### src/rtl/rmlc_consts.svh
// Constants for the upper register map with write lock and checksum.
`ifndef RMLC_CONSTS_SVH
`define RMLC_CONSTS_SVH

// Register addresses, four bits each.
`define RMLC_ADDR_TRIM_B 4'hB
`define RMLC_ADDR_TRIM_C 4'hC
`define RMLC_ADDR_KEY 4'hD
`define RMLC_ADDR_VARIANT 4'hE
`define RMLC_ADDR_CHECKSUM 4'hF

// Reset values.
`define RMLC_RST_TRIM_B 24'h900000
`define RMLC_RST_TRIM_C 8'h30
`define RMLC_RST_KEY 8'hA5
`define RMLC_RST_CHECKSUM 16'h0000

// Key value that opens the trim and variant registers for writing.
`define RMLC_UNLOCK_KEY 8'hA5

// Device address that the top two command bits must carry.
`define RMLC_DEV_ADDR 2'h1

// Checksum generator polynomial and start value.
`define RMLC_CRC_POLY 16'h8005
`define RMLC_CRC_INIT 16'h0000

// Configuration bytes covered by one checksum round, last index.
`define RMLC_CRC_LAST_IDX 3'h6

`endif

### src/rtl/rmlc_pkg.sv
// Types shared by the register map lock and checksum block.
package rmlc_pkg;

  // One register command, as decoded from the serial front end.
  typedef struct packed {
    logic [1:0] dev;
    logic [3:0] reg_addr;
    logic write;
    logic [23:0] wdata;
  } rmlc_cmd_s;

  // States of the checksum engine, one-hot.
  typedef enum logic [1:0] {
    RMLC_CRC_IDLE = 2'h1,
    RMLC_CRC_RUN = 2'h2
  } rmlc_crc_e;

endpackage

### src/rtl/rmlc_crc_step.sv
// One byte step of the configuration checksum, MSB first.
`timescale 1ns/1ps
`include "rmlc_consts.svh"

module rmlc_crc_step (
  // Running checksum in.
  input wire logic [15:0] crc_i,
  // Byte to fold in.
  input wire logic [7:0] data_i,
  // Checksum after the byte.
  output logic [15:0] crc_o
);

  // Shift the byte in bit by bit, feeding back the polynomial.
  always_comb begin
    logic [15:0] acc;
    logic fb;
    acc = crc_i;
    fb = 1'b0;
    for (int i = 7; i >= 0; i--) begin
      fb = acc[15] ^ data_i[i];
      acc = {acc[14:0], 1'b0};
      if (fb) begin
        acc = acc ^ `RMLC_CRC_POLY;
      end
    end
    crc_o = acc;
  end

endmodule

### src/rtl/rmlc_top.sv
// Upper register map with write lock key and configuration checksum.
`timescale 1ns/1ps
`include "rmlc_consts.svh"

module rmlc_top #(
  // Product variant default; the value is arbitrary.
  parameter logic [15:0] PRODUCT_VARIANT = 16'h0000
) (
  // Clock and reset.
  input wire logic mclk_i,
  input wire logic rst_n_i,
  // Digital master clock running, one enable per checksum step.
  input wire logic digital_master_clock_i,
  // Register command from the serial front end.
  input wire logic cmd_valid_i,
  input wire rmlc_pkg::rmlc_cmd_s cmd_i,
  // Read answer.
  output logic rd_valid_o,
  output logic [23:0] rd_data_o,
  // Status.
  output logic locked_o,
  output logic wr_blocked_o,
  output logic crc_valid_o
);

  // Register storage.
  logic [23:0] trim_word_b; // Fixed trim word.
  logic [7:0] trim_byte_c; // Fixed trim byte.
  logic [7:0] write_protect_key; // Lock key.
  logic [15:0] product_variant_word; // Product dependent word.
  logic [15:0] config_checksum_value; // Published checksum.

  // Checksum engine state.
  rmlc_pkg::rmlc_crc_e crc_state; // Engine state.
  logic [2:0] byte_idx; // Byte being folded in.
  logic [15:0] crc_acc; // Running checksum.
  logic [7:0] crc_byte; // Selected configuration byte.
  logic [15:0] next_crc; // Checksum after this byte.

  // Decode of the incoming command.
  logic cmd_take; // Command addressed to this device.
  logic cmd_wr; // Write command addressed to this device.
  logic map_locked; // Map is locked by the key.
  logic wr_allow; // Write may change a register.
  logic key_wr; // Write to the key register.
  logic [23:0] next_rd_data; // Read data for the addressed register.

  // A command counts only when its device address matches.
  assign cmd_take = cmd_valid_i && (cmd_i.dev == `RMLC_DEV_ADDR);
  assign cmd_wr = cmd_take && cmd_i.write;

  // Any key other than the unlock value locks the map.
  assign map_locked = (write_protect_key != `RMLC_UNLOCK_KEY);

  // The key register is always writable; trim and variant only when unlocked.
  assign key_wr = cmd_wr && (cmd_i.reg_addr == `RMLC_ADDR_KEY);
  assign wr_allow = cmd_wr && (!map_locked || key_wr);

  // Trim word storage; written only when the write is allowed.
  always_ff @(posedge mclk_i or negedge rst_n_i) begin
    if (!rst_n_i) begin
      trim_word_b <= `RMLC_RST_TRIM_B;
    end else if (wr_allow && cmd_i.reg_addr == `RMLC_ADDR_TRIM_B) begin
      trim_word_b <= cmd_i.wdata;
    end
  end

  // Trim byte storage with its fixed reset value.
  always_ff @(posedge mclk_i or negedge rst_n_i) begin
    if (!rst_n_i) begin
      trim_byte_c <= `RMLC_RST_TRIM_C;
    end else if (wr_allow && cmd_i.reg_addr == `RMLC_ADDR_TRIM_C) begin
      trim_byte_c <= cmd_i.wdata[7:0];
    end
  end

  // Key storage; resets to the unlock value so the map starts open.
  always_ff @(posedge mclk_i or negedge rst_n_i) begin
    if (!rst_n_i) begin
      write_protect_key <= `RMLC_RST_KEY;
    end else if (key_wr) begin
      write_protect_key <= cmd_i.wdata[7:0];
    end
  end

  // Variant word storage, starting from the product default.
  always_ff @(posedge mclk_i or negedge rst_n_i) begin
    if (!rst_n_i) begin
      product_variant_word <= PRODUCT_VARIANT;
    end else if (wr_allow && cmd_i.reg_addr == `RMLC_ADDR_VARIANT) begin
      product_variant_word <= cmd_i.wdata[15:0];
    end
  end

  // Picks the configuration byte the engine folds in this step.
  always_comb begin
    case (byte_idx)
      3'h0: crc_byte = trim_word_b[23:16];
      3'h1: crc_byte = trim_word_b[15:8];
      3'h2: crc_byte = trim_word_b[7:0];
      3'h3: crc_byte = trim_byte_c;
      3'h4: crc_byte = write_protect_key;
      3'h5: crc_byte = product_variant_word[15:8];
      3'h6: crc_byte = product_variant_word[7:0];
      default: crc_byte = 8'h00;
    endcase
  end

  // One byte of checksum per enabled cycle.
  rmlc_crc_step u_crc_step (
    .crc_i(crc_acc),
    .data_i(crc_byte),
    .crc_o(next_crc)
  );

  // Checksum engine. It idles and shows zero while unlocked, and
  // restarts whenever the key is written, so a round never mixes
  // two key values. Steps happen only on master clock enables.
  always_ff @(posedge mclk_i or negedge rst_n_i) begin
    if (!rst_n_i) begin
      crc_state <= rmlc_pkg::RMLC_CRC_IDLE;
      byte_idx <= 3'h0;
      crc_acc <= `RMLC_CRC_INIT;
      config_checksum_value <= `RMLC_RST_CHECKSUM;
    end else if (!map_locked || key_wr) begin
      crc_state <= rmlc_pkg::RMLC_CRC_IDLE;
      byte_idx <= 3'h0;
      crc_acc <= `RMLC_CRC_INIT;
      // Unlocking, now or by this very write, clears the value.
      if (!map_locked || cmd_i.wdata[7:0] == `RMLC_UNLOCK_KEY) begin
        config_checksum_value <= 16'h0000;
      end
    end else if (digital_master_clock_i) begin
      case (crc_state)
        rmlc_pkg::RMLC_CRC_IDLE: begin
          // First enable after locking starts a round.
          crc_state <= rmlc_pkg::RMLC_CRC_RUN;
          byte_idx <= 3'h0;
          crc_acc <= `RMLC_CRC_INIT;
        end
        rmlc_pkg::RMLC_CRC_RUN: begin
          if (byte_idx == `RMLC_CRC_LAST_IDX) begin
            // Round done: publish and start over at once.
            config_checksum_value <= next_crc;
            crc_acc <= `RMLC_CRC_INIT;
            byte_idx <= 3'h0;
          end else begin
            crc_acc <= next_crc;
            byte_idx <= byte_idx + 3'h1;
          end
        end
        default: begin
          // Illegal code recovers to idle.
          crc_state <= rmlc_pkg::RMLC_CRC_IDLE;
          byte_idx <= 3'h0;
          crc_acc <= `RMLC_CRC_INIT;
        end
      endcase
    end
  end

  // Read multiplexer; lower and unknown addresses read as zero.
  always_comb begin
    case (cmd_i.reg_addr)
      `RMLC_ADDR_TRIM_B: next_rd_data = trim_word_b;
      `RMLC_ADDR_TRIM_C: next_rd_data = {16'h0000, trim_byte_c};
      `RMLC_ADDR_KEY: next_rd_data = {16'h0000, write_protect_key};
      `RMLC_ADDR_VARIANT: next_rd_data = {8'h00, product_variant_word};
      `RMLC_ADDR_CHECKSUM: next_rd_data = {8'h00, config_checksum_value};
      default: next_rd_data = 24'h000000;
    endcase
  end

  // Read answer, one cycle after a matching read command.
  always_ff @(posedge mclk_i or negedge rst_n_i) begin
    if (!rst_n_i) begin
      rd_valid_o <= 1'b0;
      rd_data_o <= 24'h000000;
    end else begin
      rd_valid_o <= cmd_take && !cmd_i.write;
      if (cmd_take && !cmd_i.write) begin
        rd_data_o <= next_rd_data;
      end
    end
  end

  // Status flags. A blocked write is only reported; the front end
  // carries on with the rest of the transaction.
  always_ff @(posedge mclk_i or negedge rst_n_i) begin
    if (!rst_n_i) begin
      locked_o <= 1'b0;
      wr_blocked_o <= 1'b0;
      crc_valid_o <= 1'b0;
    end else begin
      locked_o <= map_locked;
      wr_blocked_o <= cmd_wr && !wr_allow;
      if (!map_locked || key_wr) begin
        crc_valid_o <= 1'b0;
      end else if (digital_master_clock_i &&
                   crc_state == rmlc_pkg::RMLC_CRC_RUN &&
                   byte_idx == `RMLC_CRC_LAST_IDX) begin
        crc_valid_o <= 1'b1;
      end
    end
  end

  // While unlocked the checksum always reads as zero.
  unlocked_crc_zero_a: assert property (
    @(posedge mclk_i) disable iff (!rst_n_i)
    !map_locked |-> config_checksum_value == 16'h0000
  ) else $error("checksum nonzero while unlocked");

  // An unlocked write to the trim word lands.
  open_write_lands_a: assert property (
    @(posedge mclk_i) disable iff (!rst_n_i)
    cmd_wr && !map_locked && cmd_i.reg_addr == `RMLC_ADDR_TRIM_B
    |=> trim_word_b == $past(cmd_i.wdata)
  ) else $error("unlocked write to trim word lost");

  // A locked write to a protected register changes nothing.
  locked_write_held_a: assert property (
    @(posedge mclk_i) disable iff (!rst_n_i)
    cmd_wr && map_locked && cmd_i.reg_addr != `RMLC_ADDR_KEY
    |=> $stable(trim_word_b) && $stable(trim_byte_c) &&
        $stable(product_variant_word) && wr_blocked_o
  ) else $error("locked write altered a register");

  // The key stays writable while locked.
  key_writable_a: assert property (
    @(posedge mclk_i) disable iff (!rst_n_i)
    key_wr |=> write_protect_key == $past(cmd_i.wdata[7:0]) &&
               !wr_blocked_o
  ) else $error("key write refused");

  // A foreign device address draws no answer.
  foreign_addr_ignored_a: assert property (
    @(posedge mclk_i) disable iff (!rst_n_i)
    cmd_valid_i && cmd_i.dev != `RMLC_DEV_ADDR
    |=> !rd_valid_o && !wr_blocked_o
  ) else $error("answered a foreign device address");

  // A matching read answers on the next cycle.
  read_answer_a: assert property (
    @(posedge mclk_i) disable iff (!rst_n_i)
    cmd_take && !cmd_i.write |=> rd_valid_o
  ) else $error("read not answered");

  // The read strobe rises only after a matching read.
  read_pulse_only_a: assert property (
    @(posedge mclk_i) disable iff (!rst_n_i)
    !(cmd_take && !cmd_i.write) |=> !rd_valid_o
  ) else $error("read strobe without a read");

  // Without master clock enables the checksum holds while locked.
  crc_needs_clock_a: assert property (
    @(posedge mclk_i) disable iff (!rst_n_i)
    map_locked && !key_wr && !digital_master_clock_i
    |=> $stable(config_checksum_value) && $stable(byte_idx)
  ) else $error("checksum moved without master clock");

  // A checksum read returns the stored value.
  checksum_read_a: assert property (
    @(posedge mclk_i) disable iff (!rst_n_i)
    cmd_take && !cmd_i.write && cmd_i.reg_addr == `RMLC_ADDR_CHECKSUM
    |=> rd_data_o == {8'h00, $past(config_checksum_value)}
  ) else $error("checksum read mismatch");

  // With a running clock and steady lock a round ends in eight steps.
  crc_round_bound_a: assert property (
    @(posedge mclk_i) disable iff (!rst_n_i)
    (map_locked && !key_wr && digital_master_clock_i) [*8]
    |=> crc_valid_o
  ) else $error("checksum round did not finish");

  // An unlocked write to the variant word lands.
  variant_write_lands_a: assert property (
    @(posedge mclk_i) disable iff (!rst_n_i)
    cmd_wr && !map_locked && cmd_i.reg_addr == `RMLC_ADDR_VARIANT
    |=> product_variant_word == $past(cmd_i.wdata[15:0])
  ) else $error("unlocked write to variant word lost");

  // A foreign device address changes no register.
  foreign_write_held_a: assert property (
    @(posedge mclk_i) disable iff (!rst_n_i)
    cmd_valid_i && cmd_i.dev != `RMLC_DEV_ADDR
    |=> $stable(trim_word_b) && $stable(trim_byte_c) &&
        $stable(write_protect_key) && $stable(product_variant_word)
  ) else $error("foreign command altered a register");

  // While unlocked no checksum round is reported as done.
  unlock_clears_valid_a: assert property (
    @(posedge mclk_i) disable iff (!rst_n_i)
    !map_locked |=> !crc_valid_o
  ) else $error("checksum valid while unlocked");

  // The refusal flag follows only a matching write.
  blocked_flag_pulse_a: assert property (
    @(posedge mclk_i) disable iff (!rst_n_i)
    !cmd_wr |=> !wr_blocked_o
  ) else $error("refusal flag without a write");

endmodule

### config.mk
export PLATFORM = sky130hd
export DESIGN_NAME = rmlc_top
export DESIGN_NICKNAME = d
export VERILOG_FILES = /design/src/rtl/rmlc_pkg.sv /design/src/rtl/rmlc_crc_step.sv /design/src/rtl/rmlc_top.sv
export VERILOG_INCLUDE_DIRS = /design/src /design/src/rtl
export SDC_FILE = /design/constraint.sdc
export NUM_CORES = 1
export LEC_CHECK = 0
export BUFFER_PORTS_ARGS = -buffer_cell sky130_fd_sc_hd__buf_2
export CORE_MARGIN = 1
export CORE_UTILIZATION = 30
export DETAILED_ROUTE_END_ITERATION = 7
export GPL_TIMING_DRIVEN = 0
export PLACE_DENSITY_LB_ADDON = 0.25
export SYNTH_ARGS = -nofsm -noshare
export SYNTH_HDL_FRONTEND = slang
export SYNTH_SLANG_ARGS = --single-unit
### constraint.sdc
create_clock -name mclk_i -period 3.45 [get_ports mclk_i]
set_input_delay 0 -clock mclk_i [delete_from_list [all_inputs] [get_ports mclk_i]]
set_output_delay 0 -clock mclk_i [all_outputs]
set_load 0.005 [all_outputs]
Yosys cells after proc, flatten, opt, wreduce, memory -nomap -nowiden
Cells that the tools add are included. W data, S select, Z words.

Flip-flop bits (word level): 121. Bits in latches: 0. Bits in writable memories: 0. ROM bits: 0. Output and inout bits: 28. Memories kept: 0.

Add/subtract/negate cells: 1. Multiply operators: 0. Divide/modulo/power cells: 0. $lt $le $gt $ge: 0. Equal/unequal tests: 18. Shift-type cells: 0. Muxes and demuxes: 28. Bitwise logic cells: 16. Reduce and logical (&&, ||, !) cells: 23.

Operator list (number): $mux W16 (17); $pmux W24 S5 (1); $pmux W8 S7 (1); $not A3 Y3 (8); $eq A4 B4 Y1 const B (5); $mux W3 (4); $logic_and A1 B1 Y1 (11); $eq A3 B3 Y1 const B (3); $eq A8 B8 Y1 const B (1); $ne A8 B8 Y1 const B (1); $reduce_bool A2 Y1 (4); $xor A1 B1 Y1 (8); $eq A3 B2 Y1 const B (2); $eq A2 B1 Y1 const B (2); $mux W2 (2); $pmux W2 S2 (1); $reduce_and A4 Y1 (1); $add A3 B1 Y3 const B (1); $eq A3 B1 Y1 const B (1); $logic_not A1 Y1 (3); $logic_not A3 Y1 (1); $eq A2 B2 Y1 const B (1); $logic_or A1 B1 Y1 (2); $mux W1 (2); other kinds (3) (3).

Longest topological paths before layout
Depth in word-level cells: 22. Gate-level depth with buffers: 13. Gate-level depth less buffers: 9.

Cells and area by module
A second synthesis with hierarchy kept.

Cells, all modules: 439. Area total of the unflattened synthesis: 5854.4 um2.

By module, submodules not included: rmlc_top (instances 1, cells an instance 411, area an instance 5556.6 um2); rmlc_crc_step (instances 1, cells an instance 28, area an instance 297.8 um2).

Worst setup path after synthesis
No wires, ideal clock.

Path type: reg-to-reg. From: reg byte_idx[1]. To: reg crc_acc[15]. Library setup time: 0.080 ns. Data arrival time: 2.751 ns. Required time: 3.370 ns. Setup slack: 0.619 ns. Stages on the path, launching flop included: 13. Buffers on the path: 3. Clock period less this slack: 2.831 ns. Path through: dfrtp_1 > buf_2 > buf_2 > and2_1 > ha_1 > clkbuf_1 > a32o_1 > a311oi_1 > xnor2_1 > xnor3_1 > xnor3_2 > xnor3_1 > o21ai_1.

Word-level cells in the longest chain between the ends: 22. Elaborated cells on any way between the ends: 28. Those cells by class: eq/ne (6); mux (13); bitwise (8); reduce/logical (1).

Ends and longest elaborated chain: start: declaration (RTL line rmlc_top.sv:35) `logic [2:0] byte_idx;`; start signal: assignment (RTL line rmlc_top.sv:149) `byte_idx <= byte_idx + 3'h1;`; $eq A3 B3 Y1, or another cell as far along (RTL line rmlc_top.sv:97) `case (byte_idx)`; $pmux W8 S7 (RTL line rmlc_top.sv:97); $xor A1 B1 Y1 (RTL line rmlc_crc_step.sv:21) `fb = acc[15] ^ data_i[i];`; $mux W16 (RTL line rmlc_crc_step.sv:23) `if (fb) begin`; $xor A1 B1 Y1 (RTL line rmlc_crc_step.sv:21); $mux W16 (RTL line rmlc_crc_step.sv:23); $xor A1 B1 Y1 (RTL line rmlc_crc_step.sv:21); $mux W16 (RTL line rmlc_crc_step.sv:23); [6 not listed]; $xor A1 B1 Y1 (RTL line rmlc_crc_step.sv:21); $mux W16 (RTL line rmlc_crc_step.sv:23); $xor A1 B1 Y1 (RTL line rmlc_crc_step.sv:21); $mux W16 (RTL line rmlc_crc_step.sv:23); $mux W16 * (RTL line rmlc_top.sv:142) `` if (byte_idx == `RMLC_CRC_LAST_IDX) begin ``; $mux W16 * (RTL line rmlc_top.sv:134) `case (crc_state)`; $mux W16 * (RTL line rmlc_top.sv:133) `end else if (digital_master_clock_i) begin`; $mux W16 * (RTL line rmlc_top.sv:125) `end else if (!map_locked || key_wr) begin`; end signal: assignment (RTL line rmlc_top.sv:128) `` crc_acc <= `RMLC_CRC_INIT; ``; end signal: assignment (RTL line rmlc_top.sv:139) `` crc_acc <= `RMLC_CRC_INIT; ``; end signal: assignment (RTL line rmlc_top.sv:145) `` crc_acc <= `RMLC_CRC_INIT; ``; end: declaration (RTL line rmlc_top.sv:36) `logic [15:0] crc_acc;`.

Every way passes the cells marked *; elsewhere a longest branch is shown, timed or not. The select of a mux whose other input is x is not followed. A chain may end at the register's enable or synchronous reset.

Worst setup path in the final report
Same ends and word-level chain as after synthesis.

==> run summary <==
The worst setup path is captured at a register. After detailed routing, the number of remaining DRC violations is 0. The post-synthesis sequential element count is 121. Timing would allow up to 303 MHz. The run gives 0 as the number of max-slew violations in the final report.

The run gives 0 as the number of antenna violations at the first check in global routing. The clock-pin slew on the worst setup and hold paths came out at 0.06 ns. In the final routed layout, each cell accounts on average for 19.4 um. STA puts the critical path data required time at 3.74 ns. In this run the standard cell core region covers 0.0183 mm2.

The worst setup path is of the reg -> reg kind. In the global route stage, met3 resource usage came out at 4.82%. STA classifies the critical path startpoint as a register. At the end of routability-driven placement, the weighted congestion stood at 0.856. Sequential cells account for 41.2% of the total power.

In this run, placement finished with an instance count of 768. The tools report the total clock buffers created by CTS as 17. Summing internal, switching and leakage power gives 3.77 mW.

TritonCTS built the clock tree. In this run the static leakage power is 3.40 nW. In this run the tightest slew margin relative to its limit is 27.0%. The path class of the tightest hold or removal check is in -> async. Counting cells, the worst reg-to-reg path comes to 11. At the pin with the least slew margin, the transition time is 1.09 ns.

The synthesis-to-finish area growth is 27.2%, and the number of inserted diodes is 0. Leaving out filler cells and counting taps, the final layout contains 827. Cells with a size suffix above 1 make up 33.4% of the layout.

Setup repair after global routing left no endpoint under its margin. For this run, global-route usage on met1 was measured as 23.5%. For the final database, setup skew stands at 0.00748 ns. The end of the worst register-to-register path was crc_acc[15]. The internal power of the cells totals 2.83 mW. The flow ran to the end, and the final reports show no timing, DRC or antenna violations.

The routed design has 16.1 mm of wire. For the met2 usage, the log shows 27.3%. The pin count of the biggest net entering global routing is 90, and the post-synthesis cell type count is 54.

For this configuration, the core starts out at a cell density of 31.1%. The H-tree generated during clock tree synthesis spans 4 levels. The overall routing resource usage is 17.6%, and the arrival time of the worst setup path is 3.59 ns.

In this run the register-to-register setup slack is 0.15 ns. The starting DRC count in detailed routing came out at 416. The CTS root buffer was clkbuf_16.

The run gives 49 as the row count. Counting flops with a built-in enable in the synthesized netlist gives 0. Detailed routing inserted a total of 4,338 vias. Net switching is 24.8% of the power. Leaving out fill and tap cells, the most frequent cells in the layout are dfrtp_1, buf_2, nand2_1. The final global-route overflow total was 0. Subtracting the final worst setup slack from the clock period gives 3.30 ns.

Once detailed placement completed, the half-perimeter wirelength came to 11.9 mm. The worst register-to-register path begins at byte_idx[1]. The most used flip-flop cell after synthesis is dfrtp_1.

Fraction of post-synthesis cell area in the top cell type by area: 49.4%. The share of power burned in combinational logic is 11.8%, and the clock power share is 47.0%. The most common library cell in the layout ignoring fill and taps was dfrtp_1. The logs give 121 for the clock sink count and 0 for the number of nets with antenna violations after detailed routing. The vertical die dimension came out at 140 um. The clock reaches the later pin of the worst-skew pair after 0.42 ns. Along the worst path, the maximum fanout reaches 10. For this design the ratio of total power to cell area is 521 mW/mm2. Summing the sequential cell areas from Yosys gives 53.5% of the chip area. Counting flops with an async set or reset pin after synthesis yields a share of 100%.

The number of instances in the synthesized netlist is 476. The final setup TNS was 0 ns. Setup slack closes at 0.149 ns. The tools report the number of warning messages in the yosys log as 0. The mapped netlist covers 0.00568 mm2. Most crowded layer after global routing: met2. Pin placement for this block handled 63 I/O pins.

By area the synthesized netlist is led by dfrtp_1, mux2_2, dfstp_2. The run gives 39.5% as the final design utilization. Measured along the x axis, the die boundary spans 140 um. The tools report the final layout net count as 622. For the via count of the first global-routing pass, the log shows 4,481. The portion of the clock cycle consumed by the worst path in the final layout is 95.7%, and the total of buffers placed on input and output ports is 62. For the max-capacitance violation count, the log shows 0. The top cell type by total area after synthesis is dfrtp_1. The number of iterations in the first detailed-routing pass was 6. At the placement stage, the worst setup path has a slack of -0.0990 ns. The full die area came out at 0.0195 mm2. Dividing the detail-routed via count by the number of cells gives 5.25. The clock passes through at most 2 buffers. The logs give 0 for the final number of hold-violating endpoints and 0 for the count of endpoints failing setup in the final report. The synthesized net count is 512, and the average instance area after synthesis is 11.9 um2.

Summed over all nets, the switching power comes to 0.933 mW. The first global-routing pass estimated 25.8 mm of wire. The largest voltage drop on the vdd net is 0.242 mV.
## flip-flops by register name, summed over array words and instances, names as in the netlist, 3 cells and up
signal and cells:
byte_idx 3, config_checksum_value 16, crc_acc 16, product_variant_word 16
rd_data_o 24, trim_byte_c 8, trim_word_b 24, write_protect_key 8
## cells in the mapped netlist, drive strengths merged, types with 2 or more instances
master / count
a21o: 8
nor2b: 2
and2b: 2
xor2: 7
nor2: 15
nand2: 61
buf: 12
xnor3: 3
a32o: 2
clkbuf: 15
nor3b: 8
or2: 3
inv: 4
mux2: 61
nor4bb: 2
a22o: 11
dfstp: 9
and3: 2
o211ai: 2
a211o: 3
nand3b: 2
dfrtp: 112
a222oi: 17
nand3: 11
o21ai: 33
nand2b: 3
a21oi: 15
o32ai: 2
nand4b: 2
a32oi: 6
xnor2: 12
a22oi: 9
mux2i: 10
nor3: 2
## cells by family (layout without fill, tap and decap cells)
group	Yosys count	count (layout)	synth area share, %
AOI/OAI and AO/OA	113	113	14.5
buffers and inverters	31	153	2.95
muxes	71	71	13.9
and+or+nand+nor	117	117	10.2
DFF	121	121	53.5
adders and majority gates	1	1	0.220
xor gates and xnor gates	22	22	4.67
## metal layers
layer | wire length, um | part of all wire (%) | vias to the layer above
met1 | 7380 | 46 | 2173
met2 | 7320 | 46 | 153
met5 | 0 | 0 | -
met3 | 1010 | 6.3 | 32
li1 | - | - | 1980
met4 | 360 | 2.2 | 0
## worst max-delay path, cell delays in order (launching register included)
cell      delay (ns)
dfrtp_1         0.40
buf_2           0.21
clkbuf_4        0.22
and2_1          0.17
ha_2            0.24
a32oi_2         0.23
o211ai_2        0.16
xor2_2          0.27
xnor3_1         0.46
xnor3_2         0.44
xnor3_1         0.28
o21ai_1         0.09
## layout make-up
| cell class | instances | area (um2) |
|---|---|---|
| multi-input combinational | 324 | 2510 |
| clock buffer | 23 | 498 |
| clock inverter | 8 | 92.6 |
| inverter | 4 | 15.0 |
| fill | 1751 | 11000 |
| buffer | 26 | 151 |
| sequential | 121 | 3040 |
| timing repair buffer | 92 | 627 |
| tap | 229 | 287 |
## timing repair
item | 4_1_cts | 5_1_grt
endpoints found under the setup margin | 4 | 6
hold endpoints to repair | 175 | 0
pin swaps | 1 | 4
buffers inserted | 0 | 3
resized for setup | 1 | 6
hold buffers | 26 | 0
## worst max path at each step
| stage | start | to | slack [ns] |
|---|---|---|---|
| final | byte_idx[1] | crc_acc[15] | 0.15 |
| after global routing | byte_idx[1] | crc_acc[15] | 0.002 |
| after CTS | byte_idx[1] | crc_acc[0] | 0.01 |
| after detailed placement | byte_idx[1] | crc_acc[15] | -0.1 |
| after global placement | byte_idx[1] | crc_acc[15] | -0.08 |
| after floorplan | byte_idx[1] | crc_acc[15] | 0.62 |
## metrics by stage
step	instance area, um2	hold WS (ns)
6_report	7220	0.0479
4_1_cts	7170	0.0437
3_5_place_dp	6310	-0.0920
2_1_floorplan	5680	-0.296
3_3_place_gp	6270	0.236
5_1_grt	7220	0.0750
## power groups by stage
stage	Clock, mW	Combinational, mW	Sequential, mW
after detailed placement	0	0.411	1.58
after CTS	1.80	0.438	1.55
after global routing	1.87	0.490	1.56
after global placement	0	0.403	1.58
after floorplan	0	0.274	1.55
final	1.77	0.445	1.55
No activity file was read; power rests on OpenSTA's default activity.
